`src/cpim_pkg.sv`:
```
// constants and types of the cascaded request mapping block
// Operation
// - sixteen maskable lines plus one unmaskable request
// - each line maps into 256-entry vector table
// - master lines 0-7, slave lines 8-15
// - master input 2 carries slave cascade only
// - slave input 1 (line 9) serves legacy line 2
// - master lines give vectors 08 to 0f
// - unmaskable request uses vector 02, firmware enabled
// - sources wired to documented line numbers
package cpim_pkg;
  localparam int CPIM_LINES = 16;
  localparam int CPIM_CTRL_INPUTS = 8;
  localparam int CPIM_CASCADE_INPUT = 2;
  localparam int CPIM_LEGACY_SLAVE_INPUT = 1;
  localparam logic [7:0] CPIM_MASTER_VEC_BASE = 8'h08;
  localparam logic [7:0] CPIM_NMI_VEC = 8'h02;
  localparam logic [9:0] CPIM_TABLE_LAST_BYTE = 10'h3ff;
  localparam logic [7:0] CPIM_SLAVE_VEC_BASE_RST = 8'h70;
  localparam logic [15:0] CPIM_MASK_RST = 16'hffff;
  localparam int CPIM_SRC_TIMER = 0;
  localparam int CPIM_SRC_KEYBOARD = 1;
  localparam int CPIM_SRC_SERIAL2 = 3;
  localparam int CPIM_SRC_SERIAL1 = 4;
  localparam int CPIM_SRC_FLOPPY = 6;
  localparam int CPIM_SRC_RTC = 8;
  localparam int CPIM_SRC_MOUSE = 12;
  localparam int CPIM_SRC_COPROC = 13;
  localparam int CPIM_SRC_HDD = 14;
  localparam int CPIM_SRC_FLASH = 15;

  typedef enum logic [2:0] {
    CPIM_IDLE = 3'b001,
    CPIM_PEND = 3'b010,
    CPIM_SERV = 3'b100
  } cpim_state_e;
endpackage : cpim_pkg

```
`src/cpim_prio8.sv`:
```
// one eight-input fixed priority request controller
`timescale 1ns/1ps
module cpim_prio8
  import cpim_pkg::*;
#(
  parameter int N = 8
) (
  input wire logic [N-1:0] req,
  input wire logic [N-1:0] mask,
  output logic any,
  output logic [2:0] idx
);
  if (N != 8) begin : g_bad_width
    $error("cpim_prio8 serves exactly eight inputs");
  end

  always_comb begin
    any = 1'b0;
    idx = 3'd0;
    for (int i = N - 1; i >= 0; i--) begin
      if (req[i] && !mask[i]) begin
        any = 1'b1;
        idx = 3'(i);
      end
    end
  end
endmodule : cpim_prio8

```
`src/cpim_top.sv`:
```
// cascaded two-controller request mapping with unmaskable request
`timescale 1ns/1ps
module cpim_top
  import cpim_pkg::*;
(
  input wire logic core_clk,
  input wire logic srst,
  input wire logic timer_req,
  input wire logic keyboard_req,
  input wire logic serial2_req,
  input wire logic serial1_req,
  input wire logic floppy_req,
  input wire logic rtc_req,
  input wire logic legacy_line2_req,
  input wire logic fw_line10_req,
  input wire logic fw_line11_req,
  input wire logic mouse_req,
  input wire logic coproc_req,
  input wire logic hdd_req,
  input wire logic flash_req,
  input wire logic parity_err_req,
  input wire logic bridge_vme_req,
  input wire logic nmi_enable,
  input wire logic [15:0] line_mask,
  input wire logic [7:0] slave_vec_base,
  input wire logic int_ack,
  output logic int_req,
  output logic nmi_req,
  output logic [7:0] int_vector,
  output logic [9:0] vector_addr,
  output logic vector_valid,
  output logic [15:0] pending_lines
);
  // ----------------------------------------
  // elaboration checks
  // ----------------------------------------
  if (CPIM_LINES != 2 * CPIM_CTRL_INPUTS) begin : g_bad_lines
    $error("line count must fill two controllers");
  end
  if (CPIM_CASCADE_INPUT >= CPIM_CTRL_INPUTS) begin : g_bad_cascade
    $error("cascade input lies outside the master");
  end
  if (CPIM_LEGACY_SLAVE_INPUT >= CPIM_CTRL_INPUTS) begin : g_bad_legacy
    $error("legacy input lies outside the slave");
  end

  // ----------------------------------------
  // synchronisers and state
  // ----------------------------------------
  typedef struct packed {
    logic [12:0] s1;
    logic [12:0] s2;
    logic [1:0] c1;
    logic [1:0] c2;
    logic [15:0] pend;
    cpim_state_e st;
    logic irq;
    logic nmi;
    logic [7:0] vec;
    logic [9:0] addr;
    logic vld;
  } cpim_s;

  cpim_s q_r;
  cpim_s q_nxt;

  logic [12:0] raw;
  logic [15:0] lines;
  logic m_any;
  logic s_any;
  logic [2:0] m_idx;
  logic [2:0] s_idx;
  logic [7:0] slave_grp;

  // ----------------------------------------
  // line wiring
  // ----------------------------------------
  always_comb begin
    lines = 16'h0000;
    lines[CPIM_SRC_TIMER] = q_r.s2[0];
    lines[CPIM_SRC_KEYBOARD] = q_r.s2[1];
    lines[CPIM_SRC_SERIAL2] = q_r.s2[2];
    lines[CPIM_SRC_SERIAL1] = q_r.s2[3];
    lines[CPIM_SRC_FLOPPY] = q_r.s2[4];
    lines[CPIM_SRC_RTC] = q_r.s2[5];
    lines[CPIM_CTRL_INPUTS + CPIM_LEGACY_SLAVE_INPUT] = q_r.s2[6];
    lines[10] = q_r.s2[7];
    lines[11] = q_r.s2[8];
    lines[CPIM_SRC_MOUSE] = q_r.s2[9];
    lines[CPIM_SRC_COPROC] = q_r.s2[10];
    lines[CPIM_SRC_HDD] = q_r.s2[11];
    lines[CPIM_SRC_FLASH] = q_r.s2[12];
  end

  // pin levels in synchroniser order, timer at bit 0
  assign raw = {
    flash_req,
    hdd_req,
    coproc_req,
    mouse_req,
    fw_line11_req,
    fw_line10_req,
    legacy_line2_req,
    rtc_req,
    floppy_req,
    serial1_req,
    serial2_req,
    keyboard_req,
    timer_req
  };

  // ----------------------------------------
  // cascaded controllers
  // ----------------------------------------
  cpim_prio8 #(.N(CPIM_CTRL_INPUTS)) u_slave (
    .req(lines[15:8]),
    .mask(line_mask[15:8]),
    .any(s_any),
    .idx(s_idx)
  );

  always_comb begin
    slave_grp = lines[7:0];
    slave_grp[CPIM_CASCADE_INPUT] = s_any;
  end

  cpim_prio8 #(.N(CPIM_CTRL_INPUTS)) u_master (
    .req(slave_grp),
    .mask(line_mask[7:0]),
    .any(m_any),
    .idx(m_idx)
  );

  // ----------------------------------------
  // vector selection
  // ----------------------------------------
  logic cascade_won;
  logic [7:0] master_vec;
  logic [7:0] slave_vec;
  logic [7:0] ack_vec;
  logic nmi_take;

  // slave vector only counts while the cascade input wins the master
  always_comb begin
    cascade_won = (m_idx == 3'(CPIM_CASCADE_INPUT));
    master_vec = CPIM_MASTER_VEC_BASE + {5'h00, m_idx};
    slave_vec = slave_vec_base + {5'h00, s_idx};
    ack_vec = cascade_won ? slave_vec : master_vec;
    nmi_take = q_r.nmi && int_ack && (q_r.st != CPIM_SERV);
  end

  // ----------------------------------------
  // acknowledge sequencing and vectors
  // ----------------------------------------
  always_comb begin
    q_nxt = q_r;
    q_nxt.s1 = raw;
    q_nxt.s2 = q_r.s1;
    q_nxt.c1 = {bridge_vme_req, parity_err_req};
    q_nxt.c2 = q_r.c1;
    q_nxt.pend = lines & ~line_mask;
    q_nxt.nmi = nmi_enable && (q_r.c2 != 2'b00);
    q_nxt.vld = 1'b0;
    unique case (q_r.st)
      CPIM_IDLE: begin
        q_nxt.irq = m_any;
        if (m_any) begin
          q_nxt.st = CPIM_PEND;
        end
      end
      CPIM_PEND: begin
        q_nxt.irq = m_any;
        if (!m_any) begin
          q_nxt.st = CPIM_IDLE;
        end else if (int_ack) begin
          q_nxt.vec = ack_vec;
          q_nxt.vld = 1'b1;
          q_nxt.irq = 1'b0;
          q_nxt.st = CPIM_SERV;
        end
      end
      CPIM_SERV: begin
        q_nxt.addr = {q_r.vec, 2'b00} & CPIM_TABLE_LAST_BYTE;
        q_nxt.irq = 1'b0;
        if (!int_ack) begin
          q_nxt.st = CPIM_IDLE;
        end
      end
      default: begin
        q_nxt.st = CPIM_IDLE;
        q_nxt.irq = 1'b0;
      end
    endcase
    // a maskable acknowledge in the same cycle keeps its own vector
    if (nmi_take && !q_nxt.vld) begin
      q_nxt.vec = CPIM_NMI_VEC;
    end
  end

  always_ff @(posedge core_clk) begin
    if (srst) begin
      q_r <= '{
        s1: 13'h0000,
        s2: 13'h0000,
        c1: 2'h0,
        c2: 2'h0,
        pend: 16'h0000,
        st: CPIM_IDLE,
        irq: 1'b0,
        nmi: 1'b0,
        vec: 8'h00,
        addr: 10'h000,
        vld: 1'b0
      };
    end else begin
      q_r <= q_nxt;
    end
  end

  // ----------------------------------------
  // outputs straight from the state register
  // ----------------------------------------
  assign int_req = q_r.irq;
  assign nmi_req = q_r.nmi;
  assign int_vector = q_r.vec;
  assign vector_addr = q_r.addr;
  assign vector_valid = q_r.vld;
  assign pending_lines = q_r.pend;
endmodule : cpim_top

```
`config.mk`:
```
export PLATFORM = sky130hd
export DESIGN_NAME = cpim_top
export DESIGN_NICKNAME = d
export VERILOG_FILES = /design/src/cpim_pkg.sv /design/src/cpim_prio8.sv /design/src/cpim_top.sv
export SDC_FILE = /design/constraint.sdc
export NUM_CORES = 1
export LEC_CHECK = 0
export ABC_CLOCK_PERIOD_IN_PS = 3550
export BUFFER_PORTS_ARGS = -buffer_cell sky130_fd_sc_hd__buf_2
export CAP_MARGIN = 20
export CORE_ASPECT_RATIO = 0.7
export CORE_MARGIN = 2
export CORE_UTILIZATION = 55
export DETAILED_ROUTE_END_ITERATION = 12
export PLACE_DENSITY = 0.84
export SYNTH_ARGS = -nofsm -noshare
export SYNTH_HDL_FRONTEND = slang
export SYNTH_SLANG_ARGS = --single-unit
export TNS_END_PERCENT = 50
```
`constraint.sdc`:
```
create_clock -name core_clk -period 3.55 [get_ports core_clk]
set_input_delay 0.355 -clock core_clk [delete_from_list [all_inputs] [get_ports core_clk]]
set_output_delay 0.355 -clock core_clk [all_outputs]
set_load 0.02 [all_outputs]
```
==> impl_metrics.tcl, run 1 <==
set metrics [dict create \
    port_buffers 72 \
    finalHoldViolCount 0 \
    rows 21 \
    crit_chain "or2b_1 -> a211o_1 -> a31oi_1 -> ha_1 -> a211oi_1 -> nor2_1 -> nand3_1 -> xor2_1 -> nor4_1 -> a31o_1" \
    grt_pass1_wl_um 7610 \
    coreArea_um2 4760 \
    clock_latency_ns 0.33 \
    crit_type "reg2reg" \
    worstMarginPinSlew_ns 1.02 \
    layout_common_cells "buf_2, dfxtp_1, nor2b_1, nand2_1, nor2_1" \
    wl_um 4680 \
    async_flop_share_pct 0 \
    syn_area_per_cell_um2 9.78 \
    clk_pin_slew_ns 0.07 \
    antenna_cells 0 \
    dpl.cell_count 377 \
    numCtsBuffers 9 \
    dr.pass1.iters 4 \
    grt_pass1_vias 1665 \
    syn_to_final_growth_pct 14.2 \
    track_usage_pct 18.4 \
    utilization_pct 64.6 \
    crit_family "compound AO/OA/AOI/OAI gates" \
    die-width_um 87.6 \
    total_leakage_power_nw 1.37 \
    critPathLaunchType "flip-flop" \
    root_buffer "clkbuf_8" \
    powerDensity_nw_per_um2 509 \
    drc_errors 0 \
    cts_sinks 65 \
    dpl_worst_slack_ns 0.907 \
    holdBufCountCts 0 \
    fmax_ghz 0.391 \
    slowest_stage "dfxtp_1" \
    cpPeakStageDelay_ns 0.32 \
    post-cts-setup-buffers 0 \
    seq_area_frac_synth_pct 48.4 \
    rsz0062_at_grt "no" \
    cts_buffer_depth 2 \
    synth-seq-cells 65 \
    wl_per_cell_um 11.9 \
    tritoncts "built" \
    slew_headroom_pct 31.7 \
    final_common_cell "buf_2" \
    fin_ws_ns 0.990 \
    finalNonFillerCells 392 \
    hold_ws_ns 0.226 \
    cts_resized 0 \
    crit_buf_inv 0 \
    status "complete, no violations" \
    period_share_pct 72.1 \
    ys_types 46 \
    drv_cap 0 \
    initial_core_util_pct 56.6 \
    drive_gt1_share_pct 31.0 \
    cp-end-kind "flip-flop" \
    fin_nets 366 \
    worst_ep_required_time_ns 3.78 \
    place_congestion 0.734 \
    synth_edf_count 0 \
    die_y_um 62.5 \
    worst_hold_path_type "in2reg" \
    fin_worst_skew_ns 0.00760 \
    via_count 1852 \
    antenna_found_initial 0 \
    yosysTopAreaCellShare_pct 48.4 \
    placed_area_um2 2860 \
    worstPathArrival_ns 2.79 \
    grt.overflow.total 0 \
    final_area_um2 3070 \
    fin_crit_ns 2.56 \
    drv_slew 0 \
    ant_nets 0 \
    crit_fanout 2 \
    syn-cell-area_um2 2690 \
    max-vdd-ir-drop_mv 0.318 \
    viasPerCell 4.72 \
    htreeDepth 3 \
    ys_warn_count 0 \
    fp.dieArea_um2 5480 \
    setup_viol 0 \
    synth_flop_cell "dfxtp_1" \
    synthCells 275 \
    ys_top_cells_by_area "dfxtp_1, buf_4, nor2b_1, nand2_1, a21oi_1" \
    drtIter0Drc 111 \
    place_hpwl_um 3410 \
    setup-tns-final_ns 0 \
    ios 80 \
    grt_max_degree 61 \
    power_mw 1.56 \
    yosys.area.top_type "dfxtp_1" \
]
-- Yosys cell counts, types with 3 or more instances --
cell type	instances
buf_1	4
xnor2_1	3
nand2b_4	3
nor2_1	21
nor2b_1	39
nand2b_1	11
a21oi_1	16
clkbuf_1	4
xor2_1	3
ha_1	3
nand2_1	25
buf_4	34
dfxtp_1	65
-- registers in the layout (all words and copies together) (netlist names) --
| signal | flops |
|---|---|
| q_nxt | 15 |
| lines | 13 |
| pending_lines | 13 |
| int_vector | 8 |
| vector_addr | 8 |
| q_r | 5 |
| int_req | 1 |
| nmi_req | 1 |
| vector_valid | 1 |
-- area by class of cell --
cell class | count | area (um^2)
fill | 431 | 1680
clock buffer | 10 | 138
multi-input combinational | 171 | 1110
timing repair buffer | 72 | 360
clock inverter | 5 | 80.1
sequential | 65 | 1300
tap | 69 | 86.3
-- cell families (layout without fill, tap and decap cells) --
kind of cell | Yosys count | count (layout) | synth area share (%)
and+or+nand+nor | 117 | 117 | 25.2
DFF | 65 | 65 | 48.4
buffers and inverters | 43 | 87 | 11.0
AOI/OAI and AO/OA | 37 | 37 | 10.4
xor gates and xnor gates | 6 | 6 | 1.95
adders and majority gates | 4 | 4 | 2.14
muxes | 2 | 2 | 0.791
other | 1 | 5 | 0.139
-- final timing paths --
path                                start             to  slack [ns]  cells after the start
worst max-delay path            lines[15]  int_vector[7]        0.99                     10
worst max register to register  lines[15]  int_vector[7]        0.99                     10
worst min-delay path            mouse_req      q_nxt[53]        0.23                      2
worst min register to register  q_nxt[52]      lines[11]        0.43                      1
-- routing by layer --
metal  share of wire [%]  global-route usage, %  up-vias  wire (um)
met3                 6.7                   7.40        8        312
li1                    -                      -      951          -
met4                 1.5                   7.50        0         71
met2                  45                   28.2       61       2130
met5                   0                      0        -          0
met1                  46                   23.0      832       2170
-- where the power goes --
| part | internal, mW | switching [mW] | leakage [nW] |
|---|---|---|---|
| registers | 0.752 | 0.00712 | 0.531 |
| clock network | 0.409 | 0.260 | 0.104 |
| logic | 0.0615 | 0.0737 | 0.737 |
| total | 1.22 | 0.341 | 1.37 |
Power figures use the tool's default switching activity.
==> inputs of run 2 (changes only) <==
ABC_CLOCK_PERIOD_IN_PS = 2200   (was 3550)
CORE_UTILIZATION = 46   (was 55)
PLACE_DENSITY = 0.75   (was 0.84)
clock period = 2.2 ns   (was 3.55 ns; I/O delays follow)
==> impl_metrics.tcl, run 2 (synthesized netlist as in run 1, its figures left out) <==
set metrics [dict create \
    numCtsBuffers 9 \
    fin_nets 373 \
    port_buffers 72 \
    fin_crit_ns 2.29 \
    htreeDepth 3 \
    drv_slew 0 \
    setup_viol 6 \
    place_hpwl_um 3680 \
    track_usage_pct 16.2 \
    ios 80 \
    clk_pin_slew_ns 0.06 \
    dpl.cell_count 389 \
    crit_type "reg2reg" \
    ant_nets 0 \
    status "finished, violations left" \
    drc_errors 0 \
    grt_pass1_vias 1637 \
    dr.pass1.iters 4 \
    clock_latency_ns 0.33 \
    worst_ep_required_time_ns 2.43 \
    use_met3_pct 7.16 \
    wl_um 4950 \
    coreArea_um2 5700 \
    period_share_pct 104 \
    finalNonFillerCells 402 \
    cts_sinks 65 \
    max-vdd-ir-drop_mv 0.343 \
    worst_hold_path_type "in2reg" \
    place_congestion 0.780 \
    use_met1_pct 21.3 \
    fp.dieArea_um2 6490 \
    drive_gt1_share_pct 35.5 \
    cp-end-kind "flip-flop" \
    rsz0062_at_grt "yes" \
    power_mw 2.30 \
    rows 23 \
    powerDensity_nw_per_um2 738 \
    violations "setup timing" \
    finalHoldViolCount 0 \
    largest_reg_flops 15 \
    via_count 1842 \
    crit_chain "or2b_1 -> a211o_1 -> a31oi_2 -> ha_1 -> a211oi_4 -> nor2_2 -> nand3_2 -> xor2_1 -> nor4_1 -> a31o_1" \
    antenna_cells 0 \
    critPathLaunchType "flip-flop" \
    wl_per_cell_um 12.3 \
    setup-tns-final_ns -0.290 \
    final_common_cell "buf_2" \
    grt_pass1_wl_um 7660 \
    slew_headroom_pct 61.2 \
    fin_ws_ns -0.0867 \
    fmax_ghz 0.437 \
    tritoncts "built" \
    cts_buffer_depth 2 \
    met2_usage_pct 22.9 \
    worstMarginPinSlew_ns 0.583 \
    antenna_found_initial 0 \
    grt_busiest_layer "met2" \
    slowest_stage "dfxtp_2" \
    hold_ws_ns 0.0921 \
    initial_core_util_pct 47.2 \
    root_buffer "clkbuf_8" \
    syn_to_final_growth_pct 16.1 \
    total_leakage_power_nw 1.39 \
    die-width_um 95.4 \
    die_y_um 68.0 \
    viasPerCell 4.58 \
    worstPathArrival_ns 2.52 \
    crit_fanout 2 \
    drv_cap 0 \
    grt.overflow.total 0 \
    fin_worst_skew_ns 0.00618 \
    cpPeakStageDelay_ns 0.32 \
    drtIter0Drc 65 \
    grt_max_degree 32 \
    layout_common_cells "buf_2, dfxtp_1, nor2b_1, nand2_1, nor2_1" \
]
## run 2: cell types whose count changed in the layout (fill, tap and decap cells not counted), sizes merged
| cell | previous run | this run |
|---|---|---|
| buf | 72 | 79 |
| bufinv | 2 | 0 |
| clkinvlp | 2 | 0 |
| clkbuf | 10 | 11 |
## run 2: repair_timing
item | CTS | global route
gates resized for setup | 6 | 8
pin swaps | 8 | 11
endpoints found under the setup margin | 6 | 7
hold buffers | 0 | 0
buffers inserted | 0 | 1
## run 2: area by class of cell
class	count	area (um^2)
Clock inverter	1	5.00
Clock buffer	11	151
Timing Repair Buffer	79	413
Tap cell	75	93.8
Fill cell	530	2570
Multi-Input combinational cell	171	1160
Sequential cell	65	1300
## run 2: where the power goes
part	switching, mW	total [mW]	leakage, nW	internal [mW]
combinational	0.131	0.245	0.776	0.114
sequential	0.0119	1.23	0.532	1.21
clock	0.391	0.834	0.0830	0.443
## run 2: per-stage QoR
| stage | utilization, % | worst slack (ns) | cell area [um^2] |
|---|---|---|---|
| 6_report | 54.8 | -0.0867 | 3120 |
| 5_1_grt | 54.8 | -0.195 | 3120 |
| 4_1_cts | 54.2 | -0.0854 | 3090 |
| 3_5_place_dp | 51.1 | -0.284 | 2910 |
| 3_3_place_gp | 51.1 | -0.193 | 2910 |
| 2_1_floorplan | - | 0.000999 | 2710 |
## run 2: critical path, delay by kind of cell (launching register included)
family | cells | cell delay, ns
AOI/OAI and AO/OA | 4 | 0.96
adders and majority gates | 1 | 0.28
and+or+nand+nor | 4 | 0.44
xor gates and xnor gates | 1 | 0.18
DFF | 1 | 0.32
## run 2: final timing paths
check	to	start	slack, ns	cells after the start
setup / recovery	int_vector[7]	lines[15]	-0.09	10
hold / removal	q_nxt[52]	fw_line11_req	0.09	2
setup reg to reg	int_vector[7]	lines[15]	-0.09	10
hold reg to reg	q_r[40]	q_nxt[40]	0.43	1
## run 2: layer usage
layer / routed length, um / up-vias
met5: 0 / -
met4: 74 / 0
met3: 353 / 8
met2: 2130 / 50
met1: 2390 / 819
li1: - / 965
==> inputs of run 3 (changes only) <==
ABC_CLOCK_PERIOD_IN_PS = 2400   (was 2200)
CORE_UTILIZATION = 51   (was 46)
PLACE_DENSITY = 0.79   (was 0.75)
clock period = 2.4 ns   (was 2.2 ns; I/O delays follow)
==> impl_metrics.tcl, run 3 (synthesized netlist as in run 1, its figures left out) <==
set metrics [dict create \
    status "complete, no violations" \
    top_layer "met4" \
    r2r_end "int_vector[4]" \
    fmax_ghz 0.432 \
    multi_input_area_um2 1120 \
    critPathLaunchType "flip-flop" \
    initial_core_util_pct 52.0 \
    root_buffer "clkbuf_8" \
    wl_met2_um 2080 \
    final-seq-area_um2 1300 \
    fillers 489 \
    worst_hold_path_type "in2reg" \
    fin_worst_skew_ns 0.0112 \
    final_common_cell "buf_2" \
    port_buffers 72 \
    wl_per_cell_um 11.9 \
    syn_to_final_growth_pct 15.9 \
    drv_slew 0 \
    cts_buffer_depth 2 \
    drc_errors 0 \
    place_congestion 0.812 \
    fin_crit_ns 2.32 \
    wl_met3_um 325 \
    crit_start "lines[15]" \
    r2r_slack_ns 0.08 \
    cp-end-kind "flip-flop" \
    grt.overflow.total 0 \
    ant_nets 0 \
    antenna_found_initial 0 \
    holdBufCountCts 0 \
    viasPerCell 4.66 \
    path_depth 12 \
    power_mw 2.22 \
    largest_reg_flops 15 \
    r2r_start "lines[15]" \
    hold_ws_ns 0.110 \
    total_leakage_power_nw 1.40 \
    crit_fanout 2 \
    htreeDepth 3 \
    ios 80 \
    hp-start "coproc_req" \
    cts_sinks 65 \
    worst_ep_required_time_ns 2.66 \
    finalHoldViolCount 0 \
    grt_pass1_vias 1780 \
    numCtsBuffers 9 \
    clk_pin_slew_ns 0.07 \
    layout_common_cells "buf_2, dfxtp_1, nor2b_1, nand2_1, nor2_1" \
    fin_nets 373 \
    wl_um 4820 \
    rr_worst_depth 12 \
    max-vdd-ir-drop_mv 0.356 \
    dr.pass1.iters 4 \
    crit_buf_inv 0 \
    period_share_pct 96.5 \
    fp.dieArea_um2 5880 \
    crit_family "compound AO/OA/AOI/OAI gates" \
    track_usage_pct 17.9 \
    drive_gt1_share_pct 33.2 \
    die-width_um 90.8 \
    setup_viol 0 \
    crit_type "reg2reg" \
    cpPeakStageDelay_ns 0.40 \
    rsz0062_at_grt "yes" \
    grt_pass1_wl_um 8020 \
    antenna_cells 0 \
    powerDensity_nw_per_um2 713 \
    coreArea_um2 5170 \
    setup-tns-final_ns 0 \
    drt-met1-wl_um 2350 \
    slowest_stage "fa_1" \
    cpMostUsedCell "a21oi_1" \
    via_count 1876 \
    worstPathArrival_ns 2.58 \
    crit_chain "nor2b_2 -> a21oi_1 -> o21ai_0 -> nand2_1 -> a21boi_1 -> ha_2 -> fa_1 -> a21oi_2 -> nor2b_1 -> xnor2_1 -> or3_1 -> a21oi_1" \
    drtIter0Drc 104 \
    tritoncts "built" \
    die_y_um 64.8 \
    grt_max_degree 36 \
    drv_cap 0 \
    crit_end "int_vector[4]" \
    clock_latency_ns 0.34 \
    rows 22 \
    place_hpwl_um 3490 \
]
==> run 3: cell types whose count changed in the layout (fill, tap and decap cells not counted), sizes merged <==
cell	previous run	this run
clkbuf	11	13
bufinv	0	1
clkinv	1	2
==> run 3: worst min-delay path by stage <==
stage	end	slack, ns	cells after the start
2_1_floorplan	q_nxt[40]	0.37	1
3_3_place_gp	lines[13]	0.42	1
3_5_place_dp	lines[11]	0.42	1
4_1_cts	q_nxt[54]	0.09	2
5_1_grt	q_nxt[44]	0.10	2
6_report	q_nxt[54]	0.11	2
==> run 3: power by group <==
part           switching [mW]  internal [mW]  total (mW)  leakage, nW
combinational           0.115          0.100       0.215        0.773
sequential             0.0111           1.11        1.12        0.531
clock                   0.379          0.506       0.884       0.0974
==> run 3: stage by stage <==
| step | util [%] | instances | setup slack, ns | instance area (um^2) |
|---|---|---|---|---|
| 3_5_place_dp | 56.0 | 385 | -0.0184 | 2900 |
| 2_1_floorplan | - | 279 | 0.172 | 2710 |
| 3_3_place_gp | 56.0 | 385 | 0.0105 | 2900 |
| 4_1_cts | 59.6 | 401 | 0.0286 | 3090 |
| 6_report | 60.3 | 403 | 0.0838 | 3120 |
| 5_1_grt | 60.3 | 403 | -0.0545 | 3120 |
==> run 3: final cells by class <==
cell class | instances | share of cell area [%]
multi-input cells | 171 | 36.1
clock buffers | 13 | 4.78
flip-flops and latches | 65 | 41.7
well taps | 72 | 2.89
clock inverters | 3 | 1.28
repair buffers | 79 | 13.2
==> run 3: what timing repair did <==
item	4_1_cts	5_1_grt
gates resized for setup	0	6
setup buffers	0	2
setup endpoints to repair	0	5
==> run 3: worst register-to-register path: cells and delay by family (launching register included) <==
| family | cells | cell delay, ns |
|---|---|---|
| AO/OA/AOI/OAI | 5 | 0.63 |
| adder cells (fa/ha/maj) | 2 | 0.59 |
| XOR/XNOR | 1 | 0.11 |
| flip-flops | 1 | 0.31 |
| AND/OR/NAND/NOR | 4 | 0.60 |
==> run 3: layer usage <==
metal | global-route usage [%] | up-vias
met4 | 6.82 | 0
li1 | - | 967
met2 | 26.1 | 55
met1 | 23.4 | 847
met5 | 0 | -
met3 | 7.91 | 7
